`src/led_i2c_pkg.sv`:
```
// constants and types shared by the led driver i2c slave front end
package led_i2c_pkg;
    // power-up values of the call addresses, byte form with direction bit 0
    localparam logic [7:0] GRP_ADDR_RST   = 8'hd0;
    localparam logic [7:0] SUB1_ADDR_RST  = 8'hd2;
    localparam logic [7:0] SUB2_ADDR_RST  = 8'hd4;
    localparam logic [7:0] SUB3_ADDR_RST  = 8'hd8;
    // reserved soft reset call address, 7-bit form
    localparam logic [6:0] SOFT_RESET_ADDR = 7'h6b;
    // first mode register: group enable bit, sub enables at lsb+k
    localparam logic [7:0] FIRST_MODE_REGISTER_RST      = 8'h01;
    localparam int         GRP_EN_BIT     = 0;
    localparam int         SUB_EN_LSB     = 1;
    localparam logic [7:0] SECOND_MODE_REGISTER_RST      = 8'h00;
    // current configuration byte, multiplier in the top bit
    localparam logic [7:0] CFG_RST        = 8'hff;
    localparam int         CM_BIT         = 7;
    localparam logic [3:0] RATIO_HIGH     = 4'hf;
    localparam logic [3:0] RATIO_LOW      = 4'h5;
    // register pointer indices
    localparam int         PTR_W          = 5;
    localparam logic [4:0] IDX_FIRST_MODE_REGISTER      = 5'h00;
    localparam logic [4:0] IDX_SECOND_MODE_REGISTER      = 5'h01;
    localparam logic [4:0] IDX_SUB1       = 5'h18;
    localparam logic [4:0] IDX_GRP        = 5'h1b;
    localparam logic [4:0] IDX_CFG        = 5'h1c;
    localparam logic [2:0] LAST_BIT       = 3'h7;

    typedef enum logic [5:0] {
        ST_IDLE   = 6'h01,
        ST_RX     = 6'h02,
        ST_ACK    = 6'h04,
        ST_TX     = 6'h08,
        ST_TXACK  = 6'h10,
        ST_IGNORE = 6'h20
    } slave_state_t;

    typedef struct packed {
        logic [7:0] group_addr;
        logic [7:0] sub_one;
        logic [7:0] sub_two;
        logic [7:0] sub_three;
    } call_addr_t;

    typedef struct packed {
        logic       strobe;
        logic [4:0] index;
        logic [7:0] data;
    } reg_write_t;
endpackage

```
`src/led_i2c_slave.sv`:
```
// i2c slave front end: bit transfer, start/stop, acknowledge and call address matching
//
// Contract
// - group call address resets to d0h
// - group matching on at reset, acks d0h/d1h
// - sub call addresses reset to d2h, d4h, d8h
// - sub matching off at reset, no ack
// - call addresses writable, volatile, default after reset
// - sub address regular only while enable set
// - soft reset address acked only for write
// - idle bus high, start only when free
// - one bit per clock, sda stable high
// - sda fall start, sda rise stop, scl high
// - eight bits then one acknowledge clock
// - receiver pulls sda low during acknowledge
// - transmitter releases sda after master nack
// - multiplier bit selects ratio 15 or 5
// - address lsb one reads, zero writes
// - byte after address is pointer, five bits
`timescale 1ns/10ps
module led_i2c_slave (
    input  wire logic                    clk_i,
    input  wire logic                    rstn_i,
    input  wire logic                    ce_i,
    input  wire logic                    scl_i,
    input  wire logic                    sda_i,
    input  wire logic [6:0]              own_addr_i,
    output logic                         sda_o,
    output logic                         sda_oe_n_o,
    output led_i2c_pkg::call_addr_t      call_addr_o,
    output logic [7:0]                   first_mode_register_o,
    output logic [7:0]                   second_mode_register_o,
    output logic                         current_multiplier_bit_o,
    output logic [3:0]                   current_ratio_o,
    output led_i2c_pkg::reg_write_t      reg_write_o,
    output logic                         soft_reset_o,
    output logic                         busy_o
);
    import led_i2c_pkg::*;

    // ------------------------------------------------------------
    // pin synchronisers and bus conditions
    // ------------------------------------------------------------
    logic scl_m_q, scl_s_q, scl_p_q;
    logic sda_m_q, sda_s_q, sda_p_q;

    // idle bus rests high, so sync flops reset to one
    always_ff @(posedge clk_i or negedge rstn_i) begin
        if (!rstn_i) begin
            {scl_m_q, scl_s_q, scl_p_q} <= 3'h7;
            {sda_m_q, sda_s_q, sda_p_q} <= 3'h7;
        end else if (ce_i) begin
            {scl_m_q, scl_s_q, scl_p_q} <= {scl_i, scl_m_q, scl_s_q};
            {sda_m_q, sda_s_q, sda_p_q} <= {sda_i, sda_m_q, sda_s_q};
        end
    end

    logic scl_rise, scl_fall, start_w, stop_w;
    assign scl_rise = scl_s_q & ~scl_p_q;
    assign scl_fall = ~scl_s_q & scl_p_q;
    assign start_w  = scl_s_q & scl_p_q & sda_p_q & ~sda_s_q;
    assign stop_w   = scl_s_q & scl_p_q & ~sda_p_q & sda_s_q;

    // ------------------------------------------------------------
    // address and configuration storage
    // ------------------------------------------------------------
    slave_state_t state_q;
    logic [7:0]   shift_q, tx_q, grp_q, first_mode_register_q, second_mode_register_q, cfg_q;
    logic [7:0]   sub_q [3];
    logic [4:0]   ptr_q;
    logic [2:0]   bit_q;
    logic         full_q, addr_ph_q, ptr_ph_q, rd_q, swr_q, mack_q, sda_oe_n_q;
    logic         wr_commit, soft_fire;
    logic [2:0]   sub_hit;
    logic         grp_hit, own_hit, swr_hit, addr_hit, byte_end;

    localparam logic [7:0] SUB_RST [3] = '{SUB1_ADDR_RST, SUB2_ADDR_RST, SUB3_ADDR_RST};

    assign byte_end  = (state_q == ST_RX) & scl_fall & full_q;
    assign wr_commit = byte_end & ~addr_ph_q & ~ptr_ph_q;
    assign soft_fire = (state_q == ST_ACK) & scl_fall & swr_q;

    // per sub address: storage and enable-gated match
    for (genvar k = 0; k < 3; k++) begin : g_sub
        always_ff @(posedge clk_i or negedge rstn_i) begin
            if (!rstn_i) begin
                sub_q[k] <= SUB_RST[k];
            end else if (ce_i) begin
                if (soft_fire) begin
                    sub_q[k] <= SUB_RST[k];
                end else if (wr_commit && ptr_q == IDX_SUB1 + 5'(k)) begin
                    sub_q[k] <= shift_q;
                end
            end
        end
        // sub matching only with its own enable bit, off after reset
        assign sub_hit[k] = first_mode_register_q[SUB_EN_LSB + k] & (shift_q[7:1] == sub_q[k][7:1]);
    end

    // group address, mode and current configuration registers
    always_ff @(posedge clk_i or negedge rstn_i) begin
        if (!rstn_i) begin
            grp_q   <= GRP_ADDR_RST;
            first_mode_register_q <= FIRST_MODE_REGISTER_RST;
            second_mode_register_q <= SECOND_MODE_REGISTER_RST;
            cfg_q   <= CFG_RST;
        end else if (ce_i) begin
            if (soft_fire) begin
                grp_q   <= GRP_ADDR_RST;
                first_mode_register_q <= FIRST_MODE_REGISTER_RST;
                second_mode_register_q <= SECOND_MODE_REGISTER_RST;
                cfg_q   <= CFG_RST;
            end else if (wr_commit) begin
                unique case (ptr_q)
                    IDX_GRP:   grp_q   <= shift_q;
                    IDX_FIRST_MODE_REGISTER: first_mode_register_q <= shift_q;
                    IDX_SECOND_MODE_REGISTER: second_mode_register_q <= shift_q;
                    IDX_CFG:   cfg_q   <= shift_q;
                    default:   ;
                endcase
            end
        end
    end

    // address decode over the completed first byte
    assign grp_hit  = first_mode_register_q[GRP_EN_BIT] & (shift_q[7:1] == grp_q[7:1]);
    assign own_hit  = shift_q[7:1] == own_addr_i;
    assign swr_hit  = (shift_q[7:1] == SOFT_RESET_ADDR) & ~shift_q[0];
    assign addr_hit = own_hit | grp_hit | (|sub_hit) | swr_hit;

    // read data for the current pointer; unmapped indices read zero
    function automatic logic [7:0] read_mux(input logic [4:0] idx);
        logic [7:0] v;
        v = 8'h00;
        if (idx == IDX_FIRST_MODE_REGISTER) v = first_mode_register_q;
        if (idx == IDX_SECOND_MODE_REGISTER) v = second_mode_register_q;
        if (idx == IDX_GRP)   v = grp_q;
        if (idx == IDX_CFG)   v = cfg_q;
        for (int j = 0; j < 3; j++) begin
            if (idx == IDX_SUB1 + 5'(j)) v = sub_q[j];
        end
        return v;
    endfunction

    // ------------------------------------------------------------
    // byte engine
    // ------------------------------------------------------------
    // start and stop win over any bit activity in the same cycle
    always_ff @(posedge clk_i or negedge rstn_i) begin
        if (!rstn_i) begin
            state_q    <= ST_IDLE;
            sda_oe_n_q <= 1'b1;
            shift_q    <= 8'h00;
            tx_q       <= 8'h00;
            bit_q      <= 3'h0;
            full_q     <= 1'b0;
            addr_ph_q  <= 1'b0;
            ptr_ph_q   <= 1'b0;
            rd_q       <= 1'b0;
            swr_q      <= 1'b0;
            mack_q     <= 1'b0;
            ptr_q      <= 5'h00;
        end else if (ce_i) begin
            if (start_w) begin
                state_q    <= ST_RX;
                sda_oe_n_q <= 1'b1;
                bit_q      <= 3'h0;
                full_q     <= 1'b0;
                addr_ph_q  <= 1'b1;
                swr_q      <= 1'b0;
            end else if (stop_w) begin
                state_q    <= ST_IDLE;
                sda_oe_n_q <= 1'b1;
                addr_ph_q  <= 1'b0;
                ptr_ph_q   <= 1'b0;
            end else begin
                unique case (state_q)
                    ST_IDLE, ST_IGNORE: sda_oe_n_q <= 1'b1;
                    ST_RX: begin
                        if (scl_rise) begin
                            shift_q <= {shift_q[6:0], sda_s_q};
                            bit_q   <= bit_q + 3'h1;
                            full_q  <= bit_q == LAST_BIT;
                        end else if (byte_end) begin
                            full_q <= 1'b0;
                            if (addr_ph_q) begin
                                addr_ph_q <= 1'b0;
                                rd_q      <= shift_q[0];
                                ptr_ph_q  <= ~shift_q[0] & ~swr_hit;
                                swr_q     <= swr_hit & ~own_hit;
                                state_q   <= addr_hit ? ST_ACK : ST_IGNORE;
                                sda_oe_n_q <= ~addr_hit;
                            end else begin
                                if (ptr_ph_q) begin
                                    ptr_q <= shift_q[PTR_W-1:0];
                                end
                                ptr_ph_q   <= 1'b0;
                                state_q    <= ST_ACK;
                                sda_oe_n_q <= 1'b0;
                            end
                        end
                    end
                    ST_ACK: begin
                        // hold sda low across the whole ack clock high phase
                        if (scl_fall) begin
                            if (swr_q) begin
                                state_q    <= ST_IGNORE;
                                sda_oe_n_q <= 1'b1;
                            end else if (rd_q) begin
                                state_q    <= ST_TX;
                                tx_q       <= read_mux(ptr_q);
                                sda_oe_n_q <= read_mux(ptr_q) >> 7 == 8'h00 ? 1'b0 : 1'b1;
                            end else begin
                                state_q    <= ST_RX;
                                sda_oe_n_q <= 1'b1;
                            end
                        end
                    end
                    ST_TX: begin
                        if (scl_rise) begin
                            bit_q  <= bit_q + 3'h1;
                            full_q <= bit_q == LAST_BIT;
                        end else if (scl_fall) begin
                            if (full_q) begin
                                full_q     <= 1'b0;
                                state_q    <= ST_TXACK;
                                sda_oe_n_q <= 1'b1;
                            end else begin
                                // data changes only while scl is low
                                tx_q       <= {tx_q[6:0], 1'b0};
                                sda_oe_n_q <= tx_q[6];
                            end
                        end
                    end
                    ST_TXACK: begin
                        if (scl_rise) begin
                            mack_q <= ~sda_s_q;
                            if (sda_s_q) begin
                                state_q <= ST_IGNORE;
                            end
                        end else if (scl_fall && mack_q) begin
                            mack_q     <= 1'b0;
                            state_q    <= ST_TX;
                            tx_q       <= read_mux(ptr_q);
                            sda_oe_n_q <= read_mux(ptr_q) >> 7 == 8'h00 ? 1'b0 : 1'b1;
                        end
                    end
                endcase
            end
        end
    end

    // ------------------------------------------------------------
    // registered outputs
    // ------------------------------------------------------------
    always_ff @(posedge clk_i or negedge rstn_i) begin
        if (!rstn_i) begin
            reg_write_o              <= '0;
            soft_reset_o             <= 1'b0;
            current_multiplier_bit_o <= CFG_RST[CM_BIT];
            current_ratio_o          <= RATIO_HIGH;
            busy_o                   <= 1'b0;
        end else if (ce_i) begin
            reg_write_o              <= '{strobe: wr_commit, index: ptr_q, data: shift_q};
            soft_reset_o             <= soft_fire;
            current_multiplier_bit_o <= cfg_q[CM_BIT];
            current_ratio_o          <= cfg_q[CM_BIT] ? RATIO_HIGH : RATIO_LOW;
            busy_o                   <= state_q != ST_IDLE;
        end
    end

    assign sda_oe_n_o             = sda_oe_n_q;
    assign sda_o                  = 1'b0;
    assign call_addr_o            = '{group_addr: grp_q, sub_one: sub_q[0], sub_two: sub_q[1], sub_three: sub_q[2]};
    assign first_mode_register_o  = first_mode_register_q;
    assign second_mode_register_o = second_mode_register_q;
endmodule

```
`config.mk`:
```
export PLATFORM = sky130hd
export DESIGN_NAME = led_i2c_slave
export DESIGN_NICKNAME = d
export VERILOG_FILES = /design/src/led_i2c_pkg.sv /design/src/led_i2c_slave.sv
export SDC_FILE = /design/constraint.sdc
export NUM_CORES = 1
export LEC_CHECK = 0
export CORE_MARGIN = 10
export CORE_UTILIZATION = 45
export CTS_BUF_LIST = sky130_fd_sc_hd__clkbuf_4
export CTS_CLUSTER_DIAMETER = 200
export DETAILED_ROUTE_END_ITERATION = 10
export DONT_BUFFER_PORTS = 1
export GPL_ROUTABILITY_DRIVEN = 1
export SLEW_MARGIN = 25
export SYNTH_ARGS = -nofsm -noshare
export SYNTH_HDL_FRONTEND = slang
export SYNTH_SLANG_ARGS = --single-unit
```
`constraint.sdc`:
```
create_clock -name clk_i -period 4.3 [get_ports clk_i]
set_clock_uncertainty 0.05 [all_clocks]
set_input_delay 0.43 -clock clk_i [delete_from_list [all_inputs] [get_ports clk_i]]
set_output_delay 0.43 -clock clk_i [all_outputs]
set_load 0.02 [all_outputs]
```
==> impl_summary.txt <==
----------------------------------------------------
[Worst setup path]
  Reg2reg start ... state_q[1]
  Setup CP Type ... reg2reg
  Endpoint of the worst register-to-register path ... call_addr_o[3]
  Required arrival time at the worst endpoint ... 4.73 ns
  Reg2Reg Depth ... 6
  Start point of the critical path ... state_q[1]
  Arrival time of data at the critical path endpoint ... 3.46 ns
  Reg2reg setup slack ... 1.28 ns
  Worst setup endpoint ... call_addr_o[3]
  Nature of the critical path endpoint ... flop
  Top fanout value on the critical path ... 23
  Kind of start point of the critical path ... flop

[Floorplan]
  Overall die area ... 19300 um^2
  Die boundary width ... 139 um
  Die Ht ... 139 um
  Core area ... 13900 um^2
  Top-Level Pins ... 83
  Effective utilization at floorplan ... 0.458
  Number of rows created at floorplan ... 43

[Place]
  Port-buffer cells ... 0
  HPWL after DPL ... approximately 13000 um
  Routability-driven placement congestion ratio ... 0.915
  Post-placement cell count ... 793

[CTS]
  Clock tree from TritonCTS ... done
  Total clock buffers created by CTS ... 17
  H-Tree Level Count ... 4
  Clock root buffer ... sky130_fd_sc_hd__clkbuf_4
  Post-cts gate resize count ... 0
  Worst skew pair latency ... ~0.55 ns
  Clock transition at the register clock pins on the worst setup and hold paths after CTS ... around 0.11 ns
  Sink Count ... 115
  CTS Buffer Depth ... 2

[Layout]
  Number of diodes added for antenna fixing ... 0
  Post-layout nets ... between 600 and 700
  Synthesis-to-finish area growth ... 5.87%
  Layout cell share with drive strength beyond 1 ... 0.180
  Post-route non-filler standard cell count ... 830

[Timing]
  Shortest clock period the worst path allows after layout ... around 3 ns
  Worst slack on hold paths ... 0.0415 ns
  Max Fclk ... 331 MHz
  Max-slew headroom at the worst pin ... 0.353
  Setup repair after global routing missed its margin ... false
  Final count of negative-setup-slack endpoints ... 0
  Hold violation count in the final report ... 0
  Final cycle utilization of the critical path ... 0.703
  Summed negative setup slack over all endpoints ... 0 ns
  Transition at the pin with the smallest max-transition slack ... slightly below 1 ns
  Pins Over Slew Limit ... 0

[Logic synthesis]
  Leading post-synthesis cells by cell area ... sky130_fd_sc_hd__dfrtp_1, sky130_fd_sc_hd__dfstp_2, sky130_fd_sc_hd__mux2_2
  Yosys warnings ... 0
  Most used flip-flop cell after synthesis ... sky130_fd_sc_hd__dfrtp_1
  Post-Synth Simple-Gate Area ... 0.184
  Post-synth EDFFs ... 0
  Ranking of synthesized cells by instance count ... sky130_fd_sc_hd__dfrtp_1, sky130_fd_sc_hd__nor2_1, sky130_fd_sc_hd__nand2_1, sky130_fd_sc_hd__clkbuf_1, sky130_fd_sc_hd__o21ai_0
  Number of storage elements in the synthesis netlist ... 115
  Adder and majority cell fraction of the synthesized area ... 0.00985
  Fraction of the mapped netlist area in compound gates ... 0.154
  Fraction of the yosys area taken by sequential cells ... 0.460
  Fraction of registers with async set or reset after synthesis ... 1.00
  Cell area after synthesis ... 6350 um^2
  Mapped Avg Cell Area ... 9.57 um^2
  Main combinational cell family by area after synthesis ... simple AND/OR/NAND/NOR gates
  Count leader, synth ... sky130_fd_sc_hd__dfrtp_1
  Synthesized instance count ... between 600 and 700
  Fraction of synthesized cell area in xor and xnor cells ... 0.0510
  Unique cell type count in the Yosys netlist ... 64
  Mux contribution to synthesized area ... 0.0936
  Cell type with the highest aggregate area in the netlist ... sky130_fd_sc_hd__dfrtp_1
  Area fraction of the dominant cell type after synthesis ... 0.323

[Power]
  Part of the total power dissipated in the clock network ... 0.331
  Sw Pwr ... 0.740 mW
  Cell-internal power ... 1.64 mW
  Part of the total power dissipated in combinational logic ... 0.146
  Total design power ... 2.38 mW
  Fraction of power spent switching nets ... 0.311
  Proportion of power drawn by flip-flops and latches ... 0.524
  Total power per unit cell area ... between 300 and 400 nW/um^2
  Leakage power summed over all cells ... 2.83 nW
  Worst ir drop on vdd ... approximately 0.22 mV

[Run status]
  Status ... finished clean

[GRT]
  Global-route wire length before repair ... between 20000 and 30000 um
  Antenna violations before repair ... 0
  Overflow left after global routing ... 0
  GR Util All Layers ... 0.196
  Via count of the first global-routing pass ... 4935
  Pin count of the biggest net entering global routing ... 116

[Job]
  Count of max-cap constraint violations ... 0

[Routing]
  Detailed-route via count ... 5136
  Overall routed net length ... roughly 19000 um
  Count of routing violations after the opening detailed-route iteration ... 642
  Detailed-router iteration count before antenna repair ... 5
  DRC violations left ... 0
  Detail-routed net length per standard cell ... 23.0 um
  Remaining antenna violation count ... 0
  Via-to-Cell Ratio ... 6.19

[Hold path]
  Hold Path Class ... in2reg

----------------------------------------------------
[power groups by stage]
stage / clock network, mW / registers (mW) / logic (mW)
final: 0.785 / 1.24 / 0.346
after global routing: 0.852 / 1.25 / 0.383
after CTS: 0.802 / 1.24 / 0.343
after detailed placement: 0 / 1.26 / 0.306
after global placement: 0 / 1.26 / 0.303
after floorplan: 0 / 1.21 / 0.293
[timing repair]
item                      in CTS  in global routing
hold buffers                   5                  0
hold endpoints to repair     140                  0
setup buffers                  0                  0
[registers in the layout, indices dropped and copies added (netlist names), 3 cells and up]
register	count
ptr_q	5
cfg_q	8
call_addr_o	24
tx_q	7
state_q	6
second_mode_register_o	8
shift_q	8
first_mode_register_o	8
grp_q	8
bit_q	3
reg_write_o	14
[through the flow]
step / instance area, um^2 / worst slack (ns) / util
after floorplan: 6360 / 1.90 / -
after global placement: 6370 / 1.42 / 0.459
after detailed placement: 6370 / 1.32 / 0.459
after CTS: 6720 / 1.29 / 0.484
after global routing: 6730 / 1.09 / 0.484
final: 6730 / 1.28 / 0.484
[worst max-delay path, cell delays in order (launching register included)]
cell                        delay (ns)
sky130_fd_sc_hd__dfrtp_1          0.47
sky130_fd_sc_hd__or4_4            0.61
sky130_fd_sc_hd__nor3b_4          0.38
sky130_fd_sc_hd__and3_1           0.30
sky130_fd_sc_hd__nand2_1          0.60
sky130_fd_sc_hd__nand2_1          0.36
sky130_fd_sc_hd__a2bb2oi_1        0.20
[cell families (layout without fill, tap and decap cells)]
logic type	after synthesis	in the layout
flops	115	115
xor+xnor	37	37
other cells	2	3
simple gates	241	241
fa+ha+maj	5	5
mux	52	52
buf+inv	69	54
compound gates	143	143
[cell type report]
class / instances / area [um^2]
well taps: 180 / 225
multi-input cells: 481 / 3150
repair buffers: 11 / 123
clock buffers: 17 / 128
inverters: 11 / 41.3
clock inverters: 15 / 141
flip-flops and latches: 115 / 2920
fillers: 1303 / 7160
[layer usage]
metal / vias to the layer above / part of all wire / GRT usage
li1: 2293 / - / -
met1: 2556 / 0.42 / 0.249
met2: 243 / 0.44 / 0.291
met3: 44 / 0.11 / 0.0757
met4: 0 / 0.028 / 0.0769
met5: - / 0 / 0
[worst min path at each step]
stage	cells after the start	slack, ns	from	to
global placement	0	0.09	rstn_i	call_addr_o[18]
finish	2	0.04	ce_i	ptr_ph_q
CTS	2	0.003	ce_i	ptr_ph_q
global route	2	0.02	ce_i	ptr_ph_q
detailed placement	0	0.09	rstn_i	call_addr_o[18]
floorplan	0	0.08	rstn_i	addr_ph_q
[placed cells by master, fill, tap and decap left out, types with 8 or more instances in the layout]
master and instances:
sky130_fd_sc_hd__o21ai_0 35, sky130_fd_sc_hd__nor3_1 17, sky130_fd_sc_hd__inv_1 11, sky130_fd_sc_hd__a22o_1 15, sky130_fd_sc_hd__a21oi_1 27, sky130_fd_sc_hd__nand2b_1 11, sky130_fd_sc_hd__mux2_2 32, sky130_fd_sc_hd__dfstp_2 33
sky130_fd_sc_hd__mux2i_1 11, sky130_fd_sc_hd__nand2_1 63, sky130_fd_sc_hd__nand4_1 10, sky130_fd_sc_hd__nand3_1 26, sky130_fd_sc_hd__o22a_1 9, sky130_fd_sc_hd__dfrtp_1 81, sky130_fd_sc_hd__xnor2_1 33, sky130_fd_sc_hd__and2_1 8
sky130_fd_sc_hd__o31ai_1 9, sky130_fd_sc_hd__nor2_1 72, sky130_fd_sc_hd__clkbuf_4 17
Power figures use the tool's default switching activity.
